==> src/verilog/serial_pin_mux_pkg.sv <==
/*
 * constants and types for the serial data port pin function multiplexer.
 * assumes one 25 mhz system clock; the reference clock arrives as a level input.
 */
package serial_pin_mux_pkg;
    // =========================================================
    // function codes
    // =========================================================
    typedef enum logic [1:0] {
        fn_gpio    = 2'h0,
        fn_uart    = 2'h1,
        fn_capture = 2'h2
    } pin_function_type;

    localparam int               FUNC_WIDTH       = 2;
    localparam logic [1:0]       FUNC_RESET       = 2'h0;
    localparam int               RESET_REF_CYCLES = 3;
    localparam int               REF_COUNT_WIDTH  = 2;
    localparam logic [1:0]       REF_COUNT_ZERO   = 2'h0;
    localparam logic [1:0]       REF_COUNT_ONE    = 2'h1;
    localparam logic             PIN_DRIVE        = 1'b0;
    localparam logic             PIN_RELEASE      = 1'b1;
endpackage

==> src/verilog/ref_low_counter.sv <==
/*
 * counts reference clock edges while a low-active request is held low.
 * assumes the reference clock and request are synchronous to clk.
 */
`timescale 1ns/1ps
module ref_low_counter #(
    parameter int CYCLES = serial_pin_mux_pkg::RESET_REF_CYCLES
) (
    input  wire logic clk,        // system clock
    input  wire logic reset,      // async reset, active high
    input  wire logic enable,     // count only while enabled
    input  wire logic request_n,  // low-active request level
    input  wire logic ref_clock,  // reference clock level
    output logic      accepted    // request held long enough
);
    import serial_pin_mux_pkg::*;

    logic [REF_COUNT_WIDTH-1:0] count;
    logic                       ref_last;
    wire                        ref_rise = ref_clock & ~ref_last;
    wire                        held     = enable & ~request_n;

    always_ff @(posedge clk or posedge reset) begin
        if (reset) begin
            ref_last <= 1'b0;
        end else begin
            ref_last <= ref_clock;
        end
    end

    always_ff @(posedge clk or posedge reset) begin
        if (reset) begin
            count    <= REF_COUNT_ZERO;
            accepted <= 1'b0;
        end else if (!held) begin
            count    <= REF_COUNT_ZERO;
            accepted <= 1'b0;
        end else if (ref_rise && !accepted) begin
            if (count == REF_COUNT_WIDTH'(CYCLES - 1)) begin
                accepted <= 1'b1;
            end else begin
                count <= count + REF_COUNT_ONE;
            end
        end
    end
endmodule

==> src/verilog/serial_port_pin_function_mux.sv <==
/*
 * pin function multiplexer for transmit, receive and request-to-send pins.
 * assumes internal uart, capture timer, tap and reset logic sit on the inside,
 * and software function selects are plain inputs; everything is clk-synchronous.
 */
`timescale 1ns/1ps
// Functional notes
// - normal transmit function drives uart serial data on pin one
// - pin one is gpio when transmit is not chosen
// - pins are inputs in reset and follow the function selects and gpio_dir afterwards
// - alternate pin one drives tap data out only in shift states
// - dedicated data-out pin is cut off while alternate is enabled
// - normal receive function feeds pin two into uart receiver
// - capture choice routes pin two to autobaud capture channel
// - pins two and three are gpio when no function chosen
// - alternate pin two feeds tap data in, sampled on system clock
// - dedicated data-in pin is cut off while alternate is enabled
// - normal flow control puts uart request-to-send on pin three
// - capture choice routes pin three to second capture channel
// - alternate pin three is an active-low reset request
// - reset request counts only after three reference clock cycles low
// - dedicated reset pin ignored while alternate reset is enabled
module serial_port_pin_function_mux
    import serial_pin_mux_pkg::*;
#(
    parameter int RESET_CYCLES = RESET_REF_CYCLES
) (
    input  wire logic                          clk,                       // system clock
    input  wire logic                          reset,                     // async reset, active high
    input  wire logic                          function_group_select,     // low normal, high alternate
    input  wire serial_pin_mux_pkg::pin_function_type tx_function,        // pin one function
    input  wire serial_pin_mux_pkg::pin_function_type rx_function,        // pin two function
    input  wire serial_pin_mux_pkg::pin_function_type rts_function,       // pin three function
    input  wire logic [2:0]                    gpio_out,                  // gpio output data
    input  wire logic [2:0]                    gpio_dir,                  // gpio direction, 1 output
    output logic [2:0]                         gpio_in,                   // gpio input data
    input  wire logic                          uart_tx_data,              // uart serial output
    output logic                               uart_rx_data,              // uart serial input
    input  wire logic                          uart_rts,                  // uart request-to-send
    output logic                               autobaud_capture_input,    // capture channel one
    output logic                               second_capture_input,      // capture channel two
    input  wire logic                          tap_data_out,              // tap serial output
    input  wire logic                          tap_shift_state,           // tap in shift-ir or shift-dr
    output logic                               tap_data_in,               // data into tap
    output logic                               tap_data_out_pin,          // dedicated data-out pin level
    output logic                               tap_data_out_pin_oe_n,     // dedicated data-out enable, low drives
    input  wire logic                          tap_data_in_pin,           // dedicated data-in pin
    input  wire logic                          reset_in_pin_n,            // dedicated reset pin, low active
    input  wire logic                          low_freq_reference_clock,  // reference clock level
    output logic                               internal_reset,            // reset request to chip
    input  wire logic [2:0]                    pin_in,                    // pad input levels
    output logic [2:0]                         pin_out,                   // pad output levels
    output logic [2:0]                         pin_oe_n                   // pad enables, low drives
);
    // =========================================================
    // selection
    // =========================================================
    logic alt_accepted;
    logic next_uart_rx;
    logic next_tap_in;
    logic [2:0] next_out;
    logic [2:0] next_oe_n;

    wire alt = function_group_select;

    ref_low_counter #(.CYCLES(RESET_CYCLES)) reset_filter (
        .clk       (clk),
        .reset     (reset),
        .enable    (alt),
        .request_n (pin_in[2]),
        .ref_clock (low_freq_reference_clock),
        .accepted  (alt_accepted)
    );

    // =========================================================
    // pad drive
    // =========================================================
    always_comb begin
        next_out  = gpio_out;
        next_oe_n = ~gpio_dir;
        if (alt) begin
            next_out[0]  = tap_data_out;
            next_oe_n[0] = tap_shift_state ? PIN_DRIVE : PIN_RELEASE;
            next_out[1]  = 1'b0;
            next_oe_n[1] = PIN_RELEASE;
            next_out[2]  = 1'b0;
            next_oe_n[2] = PIN_RELEASE;
        end else begin
            if (tx_function == fn_uart) begin
                next_out[0]  = uart_tx_data;
                next_oe_n[0] = PIN_DRIVE;
            end
            if (rx_function != fn_gpio) begin
                next_out[1]  = 1'b0;
                next_oe_n[1] = PIN_RELEASE;
            end
            if (rts_function == fn_uart) begin
                next_out[2]  = uart_rts;
                next_oe_n[2] = PIN_DRIVE;
            end else if (rts_function == fn_capture) begin
                next_out[2]  = 1'b0;
                next_oe_n[2] = PIN_RELEASE;
            end
        end
    end

    // pads released in reset
    // released enables keep the pads from fighting the board until a function is chosen
    always_ff @(posedge clk or posedge reset) begin
        if (reset) begin
            pin_oe_n <= {3{PIN_RELEASE}};
        end else begin
            pin_oe_n <= next_oe_n;
        end
    end

    // registered pad data
    // data is don't-care while released, so a low reset level is safe
    always_ff @(posedge clk or posedge reset) begin
        if (reset) begin
            pin_out <= 3'h0;
        end else begin
            pin_out <= next_out;
        end
    end

    // =========================================================
    // inward routing
    // =========================================================
    always_comb begin
        next_uart_rx = (!alt && rx_function == fn_uart) ? pin_in[1] : 1'b1;
        next_tap_in  = alt ? pin_in[1] : tap_data_in_pin;
    end

    // receiver input register
    // idle high so a deselected receiver never sees a start bit
    always_ff @(posedge clk or posedge reset) begin
        if (reset) begin
            uart_rx_data <= 1'b1;
        end else begin
            uart_rx_data <= next_uart_rx;
        end
    end

    always_ff @(posedge clk or posedge reset) begin
        if (reset) begin
            autobaud_capture_input <= 1'b1;
        end else begin
            autobaud_capture_input <= (!alt && rx_function == fn_capture) ? pin_in[1] : 1'b1;
        end
    end

    always_ff @(posedge clk or posedge reset) begin
        if (reset) begin
            second_capture_input <= 1'b1;
        end else begin
            second_capture_input <= (!alt && rts_function == fn_capture) ? pin_in[2] : 1'b1;
        end
    end

    always_ff @(posedge clk or posedge reset) begin
        if (reset) begin
            tap_data_in <= 1'b1;
        end else begin
            tap_data_in <= next_tap_in;
        end
    end

    // gpio input sampling
    // pads are read in every function so software can always see the level
    always_ff @(posedge clk or posedge reset) begin
        if (reset) begin
            gpio_in <= 3'h0;
        end else begin
            gpio_in <= pin_in;
        end
    end

    // =========================================================
    // dedicated test pins
    // =========================================================

    always_ff @(posedge clk or posedge reset) begin
        if (reset) begin
            tap_data_out_pin      <= 1'b0;
            tap_data_out_pin_oe_n <= PIN_RELEASE;
        end else begin
            tap_data_out_pin      <= tap_data_out;
            tap_data_out_pin_oe_n <= (!alt && tap_shift_state) ? PIN_DRIVE : PIN_RELEASE;
        end
    end

    // =========================================================
    // reset source
    // =========================================================
    // only one source at a time, so a floating dedicated pin cannot reset the chip while alternate is enabled
    // reset source select
    always_ff @(posedge clk or posedge reset) begin
        if (reset) begin
            internal_reset <= 1'b0;
        end else begin
            internal_reset <= alt ? alt_accepted : ~reset_in_pin_n;
        end
    end
endmodule
==> config.mk <==
export PLATFORM = sky130hd
export DESIGN_NAME = serial_port_pin_function_mux
export DESIGN_NICKNAME = d
export VERILOG_FILES = /design/src/verilog/serial_pin_mux_pkg.sv /design/src/verilog/ref_low_counter.sv /design/src/verilog/serial_port_pin_function_mux.sv
export SDC_FILE = /design/constraint.sdc
export NUM_CORES = 1
export LEC_CHECK = 0
export BUFFER_PORTS_ARGS = -buffer_cell sky130_fd_sc_hd__buf_2
export CELL_PAD_IN_SITES_DETAIL_PLACEMENT = 1
export CELL_PAD_IN_SITES_GLOBAL_PLACEMENT = 1
export CORE_MARGIN = 2
export CORE_UTILIZATION = 29
export DETAILED_ROUTE_END_ITERATION = 10
export GPL_ROUTABILITY_DRIVEN = 0
export PLACE_DENSITY_LB_ADDON = 0.1
export SYNTH_ARGS = -nofsm -noshare
export SYNTH_HDL_FRONTEND = slang
export SYNTH_SLANG_ARGS = --single-unit
==> constraint.sdc <==
create_clock -name clk -period 1.22 [get_ports clk]
set_clock_uncertainty 0.1 [all_clocks]
set_input_delay 0.244 -clock clk [delete_from_list [all_inputs] [get_ports clk]]
set_output_delay 0.244 -clock clk [all_outputs]
set_load 0.05 [all_outputs]
Yosys cells after proc, flatten, opt, wreduce, memory -nomap -nowiden:

Cells that the tools add are included.

* input port bits: 25
* register bits after elaboration: 20
* word-level logic and storage cells: 62
* output and inout bits: 16

* reduce and logical (&&, ||, !) cells: 10
* bitwise operators: 6
* mux-type cells: 23
* add/subtract/negate cells: 1
* equality and inequality tests: 9

Operator list (number)
* 1-bit two-way mux: 18
* 2-bit by 1-bit == test with 1-bit output (second input constant): 3
* 2-bit == test (second input constant): 3
* 2-bit two-way mux: 3
* 3-bit two-way mux: 2
* 2-bit != test (second input constant): 3
* 1-bit logical AND: 5
* 2-bit AND reduction: 2
* 1-bit inverter: 3
* 3-bit inverter: 1
* 2-bit by 1-bit adder with 2-bit output (second input constant): 1
* 1-bit bitwise AND: 2
* 1-bit logical NOT: 2
* 2-bit nonzero test: 1

Longest topological paths before layout:

* word-level depth: 5
* depth in mapped cells: 5
* gate-level depth less buffers: 5

Cells and area by module:

From an unflattened synthesis, not the netlist that was laid out.

* cells, all modules: 59
* area total of the unflattened synthesis: 792.0 µm²

Modules (own cells, without submodules)
* serial_port_pin_function_mux: area each 571.8 µm², cells an instance 41, instances 1, sequential area each 410.4 µm²
* ref_low_counter: area each 220.2 µm², cells an instance 18, instances 1, sequential area each 100.1 µm²

Worst setup path after synthesis:

Ideal clock, no wire load.

* path kind: register -> register
* from: reg reset_filter.count[0]
* to: reg reset_filter.count[1]
* library setup time: 0.119 ns
* arrival: 1.107 ns
* path buffers: 0
* cell stages (with the launch flop): 6
* path slack: -0.105 ns
* cells stage by stage: dfrtp_1 > inv_1 > ha_1 > nor4b_4 > mux2i_1 > nor2_1

* cells in the longest elaborated chain, start to end: 4

RTL lines
* start: declaration: RTL line ref_low_counter.sv:18 `logic [REF_COUNT_WIDTH-1:0] count;`
* start signal: assignment: RTL line ref_low_counter.sv:42 `count <= count + REF_COUNT_ONE;`
* 2-bit by 1-bit adder with 2-bit output: RTL line ref_low_counter.sv:42
* 2-bit two-way mux: RTL line ref_low_counter.sv:39 `if (count == REF_COUNT_WIDTH'(CYCLES - 1)) begin`
* 2-bit two-way mux: RTL line ref_low_counter.sv:38 `end else if (ref_rise && !accepted) begin`
* 2-bit two-way mux: RTL line ref_low_counter.sv:35 `end else if (!held) begin`

Parallel ways exist; a longest one is shown, timed or not. The select of a mux whose other input is x is not followed.
A chain may end at the register's enable or synchronous reset.

Worst setup path after layout:

Ends and elaborated chain as after synthesis.

==> impl_results.md <==
* Psw at ~380 µW
* CTS tree: built
* HPWL Detailed at ~1.2 mm
* Iter 0 DRT Violations at 3
* Drt via density at 4.48
* LEAKAGE at 0.000614 µW
* DRT antenna net count at 0
* Pre-CTS setup slack at -0.123 ns
* Maximum VDD drop at between 0.0006 and 0.0007 V
* Skew-Pair Late Insertion Delay at ~0.29 ns
* Internal at ~970 µW
* Worst setup SP type: register
* Syn nets at 83
* CP Depth at 5
* Leading cell types by count after synthesis: dfrtp_1, dfstp_2, inv_1, nand2_1, nand2b_1
* Final setup fails at 10
* Violations in the final reports: negative setup slack
* Worst reg2reg path startpoint: reset_filter.count[0]
* # diodes at 0
* FF-to-FF setup slack at -0.13 ns
* Synth cell types at 23
* Max transition margin at approximately 83%
* Root buf cell: clkbuf_4
* FP Rows at 18
* Max Root-Sink Buffers at 2
* DIE WIDTH at about 55 µm
* Arrival @ worst endpoint at 1.44 ns
* Ys flop type: dfrtp_1
* Largest net degree at the start of global routing at 21
* Clock Sinks at 20
* Synth warnings at 0
* Logic gate share of total power at 22.6%
* TNS Setup at -1.06 ns
* Finished Layout Cells at roughly 140
* Remaining Overflow, GRT at 0
* Layout cells sized above 1 at a little over half
* Nets at ~140
* Hold Path Sink: internal_reset
* Number of instances in the placed design at 130
* Pwr Total at 1350 µW
* Status: complete, but fails checks
* CP Class: reg2reg
* Final WS setup at -0.127 ns
* Routed wire length at between 1.5 and 2 mm
* RSZ-0062 raised after global routing: true
* CTS Buf Count at 3
* Async set-reset flop share out of synthesis at 100%
* Crit-path cells: inv_1 > ha_2 > nor4b_4 > mux2i_1 > nor2_1
* Initial antenna violation count at 0
* Mapped Cells at between 50 and 60
* Vias in the first global route at between 600 and 700
* IO Pins at slightly above 40
* Via Count at 645
* Max-cap viol count at 0
* Final count of hold timing violations at 0
* Critical path peak fanout at 2
* Drt drc at 0
* Tmin final at around 1.3 ns
* First-pass GRT wire length at a little under 3 mm
* Clock transition at path regs at 0.11 ns
* Worst reg2reg path depth at 5
* Top-area cell type share of the netlist area at around two fifths
* Worst setup EP type: register
* Worst-margin pin slew at approximately 0.26 ns
* FF-to-FF End: reset_filter.count[1]
* Initial DRT Pass Iterations at 2
* Worst path top cell family by delay: flip-flops
* Mapped Avg Cell Area at around 13 µm²
* Req. time, crit path at roughly 1.3 ns
* HP Class: in2reg
* Wire per inst at approximately 11 µm
* Post-synthesis sequential area ratio at 67.0%
* Sequential share of power at between 50% and 60%
* Hold Crit Start: reset_in_pin_n
* Htree depth at 1
* Floorplan core area at around 2500 µm²
* Mapped Area at roughly 760 µm²
* Die Y-Extent at around 55 µm
* Area grow syn2layout at 68.1%
* Net Sw Frac at 28.0%
* Total track usage at ~12%
* PD cells at ~1100 nW/µm²
* CP peak stage delay at ~0.37 ns
* Yosys reg bits at 20
* Yosys top cell by area: dfrtp_1
* Max-slew violation count at 0
* Achievable clock frequency at ~0.74 GHz
* # port buffers at 40
* CP Buf/Inv Count at 1
* Post-synth EDFFs at 0
* Die area at ~3000 µm²
* Period utilization at 110%
* Most frequent cell after synthesis: dfrtp_1
* Largest cells by area after synthesis: dfrtp_1, dfstp_2, nand2b_1, nor4b_4, mux2_2
* Clock power share at between 20% and 30%
* CP max stage cell: dfrtp_1
* Hold Crit Depth at 2
* Starting density of the core at a little over 30%
registers in the layout, summed over array words and instances (netlist names):
| name | cells |
|---|---|
| pin_oe_n | 3 |
| tap_data_in | 1 |
| pin_out | 3 |
| second_capture_input | 1 |
| uart_rx_data | 1 |
| reset_filter.accepted | 1 |
| reset_filter.ref_last | 1 |
| internal_reset | 1 |
| gpio_in | 3 |
| tap_data_out_pin_oe_n | 1 |
| reset_filter.count | 2 |
| tap_data_out_pin | 1 |
| autobaud_capture_input | 1 |
stage by stage:
stage                     hold slack (ns)  cell area (µm²)  utilization, %
after CTS                         0.00723             1240            50.2
after floorplan                     0.102              764               -
after global placement              0.183             1030            41.5
final                              0.0182             1280            51.7
after global routing               0.0287             1280            51.7
after detailed placement            0.190             1030            41.5
cells by family after synthesis:
kind of cell	count (synthesis)	share of synthesized area (%)
and+or+nand+nor	19	16.4
AOI/OAI and AO/OA	5	3.78
DFF	20	67.0
muxes	4	5.58
buffers and inverters	6	3.12
adders and majority gates	2	2.96
xor gates and xnor gates	1	1.15
cell type report:
class,instances,area [µm²]
Fill cell,260,1200
Sequential cell,20,510
Timing Repair Buffer,54,458
Multi-Input combinational cell,31,230
Tap cell,30,37.5
Clock buffer,4,26.3
Inverter,5,18.8
cell usage in the layout, fill, tap and decap left out, drive strengths merged, types with 2 or more instances in the layout:
cell         netlist  routed
buf                1      45
dfrtp             12      12
dlygate4sd3        0       9
dfstp              8       8
inv                5       5
nand2b             4       4
nand2              4       4
clkbuf             0       4
nor2               3       3
mux2i              2       2
o21ai              2       2
mux2               2       2
or4b               2       2
per-layer routing:
layer / wire length (µm) / track usage, % / vias up / share of wire [%]
met3: 119 / 2.81 / 2 / 7.3
met5: 0 / 0 / - / 0
met2: 825 / 19.6 / 27 / 51
met1: 670 / 15.4 / 311 / 41
li1: - / - / 305 / -
met4: 15 / 5.23 / 0 / 0.92
how the worst max path moves through the flow:
stage	start	end
floorplan	reset_filter.count[0]	reset_filter.count[1]
global placement	reset_filter.count[0]	reset_filter.count[1]
detailed placement	reset_filter.count[0]	reset_filter.count[1]
CTS	reset_filter.count[0]	reset_filter.count[1]
global route	reset_filter.count[0]	reset_filter.count[1]
finish	reset_filter.count[0]	reset_filter.count[1]
power groups by stage:
stage | Clock [µW] | Combinational [µW] | Sequential [µW]
after floorplan | 0 | 54.2 | 822
after global placement | 0 | 239 | 721
after detailed placement | 0 | 242 | 722
after CTS | 342 | 298 | 717
after global routing | 363 | 326 | 723
final | 323 | 305 | 719
timing repair:
action / in CTS / in global routing
gates resized for setup: 32 / 8
setup endpoints to repair: 18 / 17
setup buffers: 0 / 1
pin swaps: 2 / 0
hold buffers: 9 / 0
endpoints found under the hold margin: 20 / 0
Note: power is estimated with default switching activity, not from simulation.
